$ cat src/rtl/blk_crc_pkg.sv
/*
  Shared constants for the approach data block checker: block layout, field positions,
  generator, register map and interrupt bits.
  Assumes one 200 MHz clock and a plain strobe register port with 32-bit data.
*/
package blk_crc_pkg;

  localparam int CRC_W = 32;
  localparam logic [CRC_W-1:0] CRC_POLY = 32'h814141ab;
  localparam logic [CRC_W-1:0] CRC_INIT = 32'h00000000;

  localparam int CNT_W = 9;
  localparam logic [CNT_W-1:0] MSG_BITS = 9'h120;
  localparam logic [CNT_W-1:0] BLK_BITS = 9'h140;
  localparam logic [CNT_W-1:0] RWY_LSB = 9'h028;
  localparam logic [CNT_W-1:0] RWY_W = 9'h006;
  localparam logic [CNT_W-1:0] CW_LSB = 9'h100;
  localparam logic [CNT_W-1:0] CW_W = 9'h008;
  localparam logic [CNT_W-1:0] VAL_LSB = 9'h118;
  localparam logic [CNT_W-1:0] VAL_W = 9'h008;

  localparam int QM_W = 10;
  localparam logic [QM_W-1:0] CW_BASE_QM = 10'h140;
  localparam logic [QM_W-1:0] CW_HELI_QM = 10'h098;
  localparam logic [5:0] RWY_HELI = 6'h00;
  localparam logic [7:0] VAL_LATERAL = 8'h00;

  localparam int ADDR_W = 8;
  localparam logic [ADDR_W-1:0] ADDR_CTRL = 8'h00;
  localparam logic [ADDR_W-1:0] ADDR_STATUS = 8'h04;
  localparam logic [ADDR_W-1:0] ADDR_IRQ_STAT = 8'h08;
  localparam logic [ADDR_W-1:0] ADDR_IRQ_MASK = 8'h0c;
  localparam logic [ADDR_W-1:0] ADDR_CRC = 8'h10;
  localparam logic [ADDR_W-1:0] ADDR_FIELDS = 8'h14;

  localparam int CTRL_GEN = 0;
  localparam int CTRL_START = 1;
  localparam int IRQ_W = 2;
  localparam int IRQ_DONE = 0;
  localparam int IRQ_ERR = 1;

  typedef enum logic [1:0] {
    ST_IDLE,
    ST_MSG,
    ST_CHK,
    ST_EMIT
  } state_t;

endpackage : blk_crc_pkg

$ cat src/rtl/crc_step.sv
/*
  One serial step of the remainder division: takes the remainder and one message bit.
  Purely combinational; the caller holds the remainder register.
*/
`timescale 1ns/10ps
module crc_step
  import blk_crc_pkg::*;
(
  input wire logic [CRC_W-1:0] crc,
  input wire logic bit_in,
  output logic [CRC_W-1:0] crc_next
);

  logic fb;

  // Feeding the bit at the top is the same as appending 32 zeros to the dividend.
  assign fb = crc[CRC_W-1] ^ bit_in;
  // Subtraction is plain exclusive-OR with the generator.
  assign crc_next = {crc[CRC_W-2:0], 1'b0} ^ (fb ? CRC_POLY : CRC_INIT);

endmodule : crc_step

$ cat config.mk
export PLATFORM = sky130hd
export DESIGN_NAME = crc_step
export DESIGN_NICKNAME = d
export VERILOG_FILES = /design/src/rtl/blk_crc_pkg.sv /design/src/rtl/crc_step.sv
export SDC_FILE = /design/constraint.sdc
export NUM_CORES = 1
export LEC_CHECK = 0
export ABC_AREA = 1
export BUFFER_PORTS_ARGS = -buffer_cell sky130_fd_sc_hd__buf_2
export CAP_MARGIN = 20
export CORE_AREA = 2 2 39 41
export DETAILED_ROUTE_END_ITERATION = 7
export DIE_AREA = 0 0 41 43
export PLACE_DENSITY = 0.84
export REMOVE_ABC_BUFFERS = 1
export SYNTH_ARGS = -nofsm -noshare
export SYNTH_HDL_FRONTEND = slang
export SYNTH_SLANG_ARGS = --single-unit
export TNS_END_PERCENT = 100
$ cat constraint.sdc
create_clock -name vclk -period 1.3
set_input_delay 0.26 -clock vclk [all_inputs]
set_output_delay 0.26 -clock vclk [all_outputs]
set_load 0.01 [all_outputs]
# After elaboration in Yosys (flattened, before gate mapping)
# Index checks and enable logic that the tools add are counted.
# Widths: inputs -> output; s select.
dict set report totals {
  regBits 0
  input_bits 33
  output_inout_bits 32
  wordCells 3
}
dict set report op_classes {
  n_mux 1
  bitwise 2
}
# op count
set ops {}
lappend ops {{$mux 32} 1}
lappend ops {{$xor 32x32->32} 1}
lappend ops {{$xor 1x1->1} 1}

# Longest topological paths before layout
dict set report depth {
  ltp_word 3
  mapped_depth 5
  depth_no_buf 4
}

# Worst setup path before layout
# OpenSTA, ideal clock, no wires.
dict set report synth_path {
  path_type {input to output}
  start {input crc[31]}
  end {output crc_next[0]}
  arrival_ns 0.656
  slack_ns 0.384
  path_stages 5
  path_buffers 2
  path_cell_list {inv_2 nand2_1 buf_6 nand2_1 buf_4}
}
dict set report synth_via {
  elab_chain_cells 3
}
# item line
set synth_lines {}
lappend synth_lines {{start, declared} crc_step.sv:9} ;# input wire logic [CRC_W-1:0] crc,
lappend synth_lines {{$xor 1x1->1} crc_step.sv:17} ;# assign fb = crc[CRC_W-1] ^ bit_in;
lappend synth_lines {{net fb} crc_step.sv:14} ;# logic fb;
lappend synth_lines {{$mux 32} crc_step.sv:19} ;# assign crc_next = {crc[CRC_W-2:0], 1'b0} ^ (fb ? CRC_POLY : CRC_INIT);
lappend synth_lines {{$xor 32x32->32} crc_step.sv:19}
lappend synth_lines {{end, declared} crc_step.sv:11} ;# output logic [CRC_W-1:0] crc_next
# The timed path passes the listed nets, and every way through them passes these cells.

# Final worst setup path
dict set report layout_path {
  start {input crc[31]}
  end {output crc_next[22]}
}
dict set report layout_via {
  elab_chain_cells 3
}
# item line
set layout_lines {}
lappend layout_lines {{$xor 1x1->1} crc_step.sv:17}
lappend layout_lines {{$mux 32} crc_step.sv:19}
lappend layout_lines {{$xor 32x32->32} crc_step.sv:19}
# Every way passes these cells.

==> summary.md <==
| Metric | Value |
|---|---|
| Post-DP Area | 342 um^2 |
| Most frequent cell after synthesis | buf_4 |
| Post-synthesis sequential area ratio | 0 |
| Initial drt markers | 5 |
| Initial antenna violation count | 0 |
| Filler cells | 164 |
| Seq_cells | 0 |
| Worst Max-Slew Pin Slew | 0.207 ns |
| Comb pwr share | 1.000 |
| Max Clk Rate | 861 MHz |
| Layout cell share with drive strength beyond 1 | 0.414 |
| Final Critical Period | 1.16 ns |
| Syn. warnings | 0 |
| Leakage | 0.000253 uW |
| Area of the multi-input gates | 166 um^2 |
| CP endpoint kind | output port |
| Critical Path RT | 1.04 ns |
| Hold Vio Cnt, Final | 0 |
| Die Wd | 41 um |
| Met1 usage | 0.161 |
| Final non-filler cell total | 86 |
| Final WL | 1.27 mm |
| Path type of the worst setup path | input port to output port |
| Maximum vdd drop | 0.0687 mV |
| Drt wl/cell | 14.8 um |
| Yosys top cell by area | buf_4 |
| Finished Cell Area | 347 um^2 |
| Final RePlAce weighted congestion | 0.529 |
| First-pass GRT wire length | 1.55 mm |
| Mean post-synth cell area | 5.55 um^2 |
| # setup viols final | 0 |
| Die Area | 1760 um^2 |
| Mapped Area | 394 um^2 |
| Synth Instances | 71 |
| # clk buffers | 0 |
| Clock power share | 0 |
| Hold Buf Count CTS | 0 |
| Most frequent cells after synthesis | buf_4 (22), nand3_1 (20), nand2_1 (13) |
| RSZ-0062 raised after global routing | no |
| Hold Path Class | input port to output port |
| IO Pins | 65 |
| Worst hold margin | 0.520 ns |
| Net Sw Frac | 0.577 |
| Period utilisation layout | 0.894 |
| Met2 GRT Util | 0.156 |
| Via-to-Cell Ratio | 4.73 |
| Critical path arrival | 0.90 ns |
| All-Layer GR Usage | 0.128 |
| Number of diodes | 0 |
| Die height | 43 um |
| Share of the synthesized area in the top cell type | 0.419 |
| Final TNS setup | 0 ns |
| Largest net degree at the start of global routing | 12 |
| Seq. cell area | 0 um^2 |
| DRC viols | 0 |
| HPWL Detailed | 1.06 mm |
| Grt peak-use layer | met1 |
| Vias in the first global route | 321 |
| Port Buffers | 23 |
| FP Rows | 14 |
| Worst setup SP type | input port |
| Outcome | complete, no violations |
| Area delta synth->final | -12.1% |
| Most area-consuming cells after synthesis | buf_4 (42%), nand3_1 (25%), nand2_1 (12%) |
| ANT nets after route | 0 |
| Via Count | 407 |
| Slew margin rel. | 0.862 |
| Slew Limit Fails | 0 |
| Cells after DPL | 86 |
| Internal | 58.8 uW |
| Core area | 1380 um^2 |
| Global route overflow | 0 |
| Worst-path fanout max | 11 |
| Nets | 105 |
| Met3 Use GR | 0.141 |
| Seq pwr share | 0 |
| DR pass1 iterations | 5 |
| Synth cell types | 7 |
| P_sw | 80.3 uW |
| Initial core utilization | 0.285 |
| Max cap viols | 0 |
| Pwr per Cell Area | 401 nW/um^2 |
[per-layer routing]
metal,up-vias,wire (um)
met5,-,0
met4,0,0
met3,0,264
met2,34,458
met1,178,546
li1,195,-
[power by group through the flow]
stage	registers (uW)	logic, uW	clock network, uW
finish	0	139	0
detailed placement	0	139	0
CTS	0	139	0
global placement	0	134	0
floorplan	0	75.5	0
global route	0	157	0
[worst max-delay path, cell delays in order]
cell     delay, ns
buf_2         0.12
inv_2         0.05
nand2_2       0.17
nand3_1       0.11
nand2_1       0.07
buf_2         0.12
[area by class of cell]
class | count | share of cell area
multi-input combinational | 35 | 0.480
tap | 16 | 0.0578
inverter | 12 | 0.130
timing repair buffer | 23 | 0.332
[cell usage in the layout (no fill, tap or decap)]
master / Yosys / routed
buf_2: 0 / 23
nand3_1: 20 / 20
nand2_1: 13 / 11
inv_1: 10 / 10
nand2_2: 2 / 4
inv_2: 2 / 2
[per-stage QoR]
step	setup WS (ns)	total power (uW)	util
floorplan	0.348	75.5	-
global placement	0.0725	134	0.247
detailed placement	0.0277	139	0.247
CTS	0.0264	139	0.247
global route	0.0493	157	0.250
finish	0.138	139	0.250
[worst paths after layout]
kind | startpoint | end | slack, ns | depth (start not counted)
worst max-delay path | crc[31] | crc_next[22] | 0.14 | 6
worst min-delay path | crc[9] | crc_next[10] | 0.52 | 0
[logic make-up after synthesis]
family | count (synthesis) | synth area share
buffers and inverters | 36 | 0.590
and+or+nand+nor | 35 | 0.410
[what timing repair did]
item                       in CTS  in global routing
setup buffers                   0                  0
gates resized for setup         0                  2
setup endpoints to repair       0                 10
hold endpoints to repair        0                  0
(Power assumes the default switching activity.)
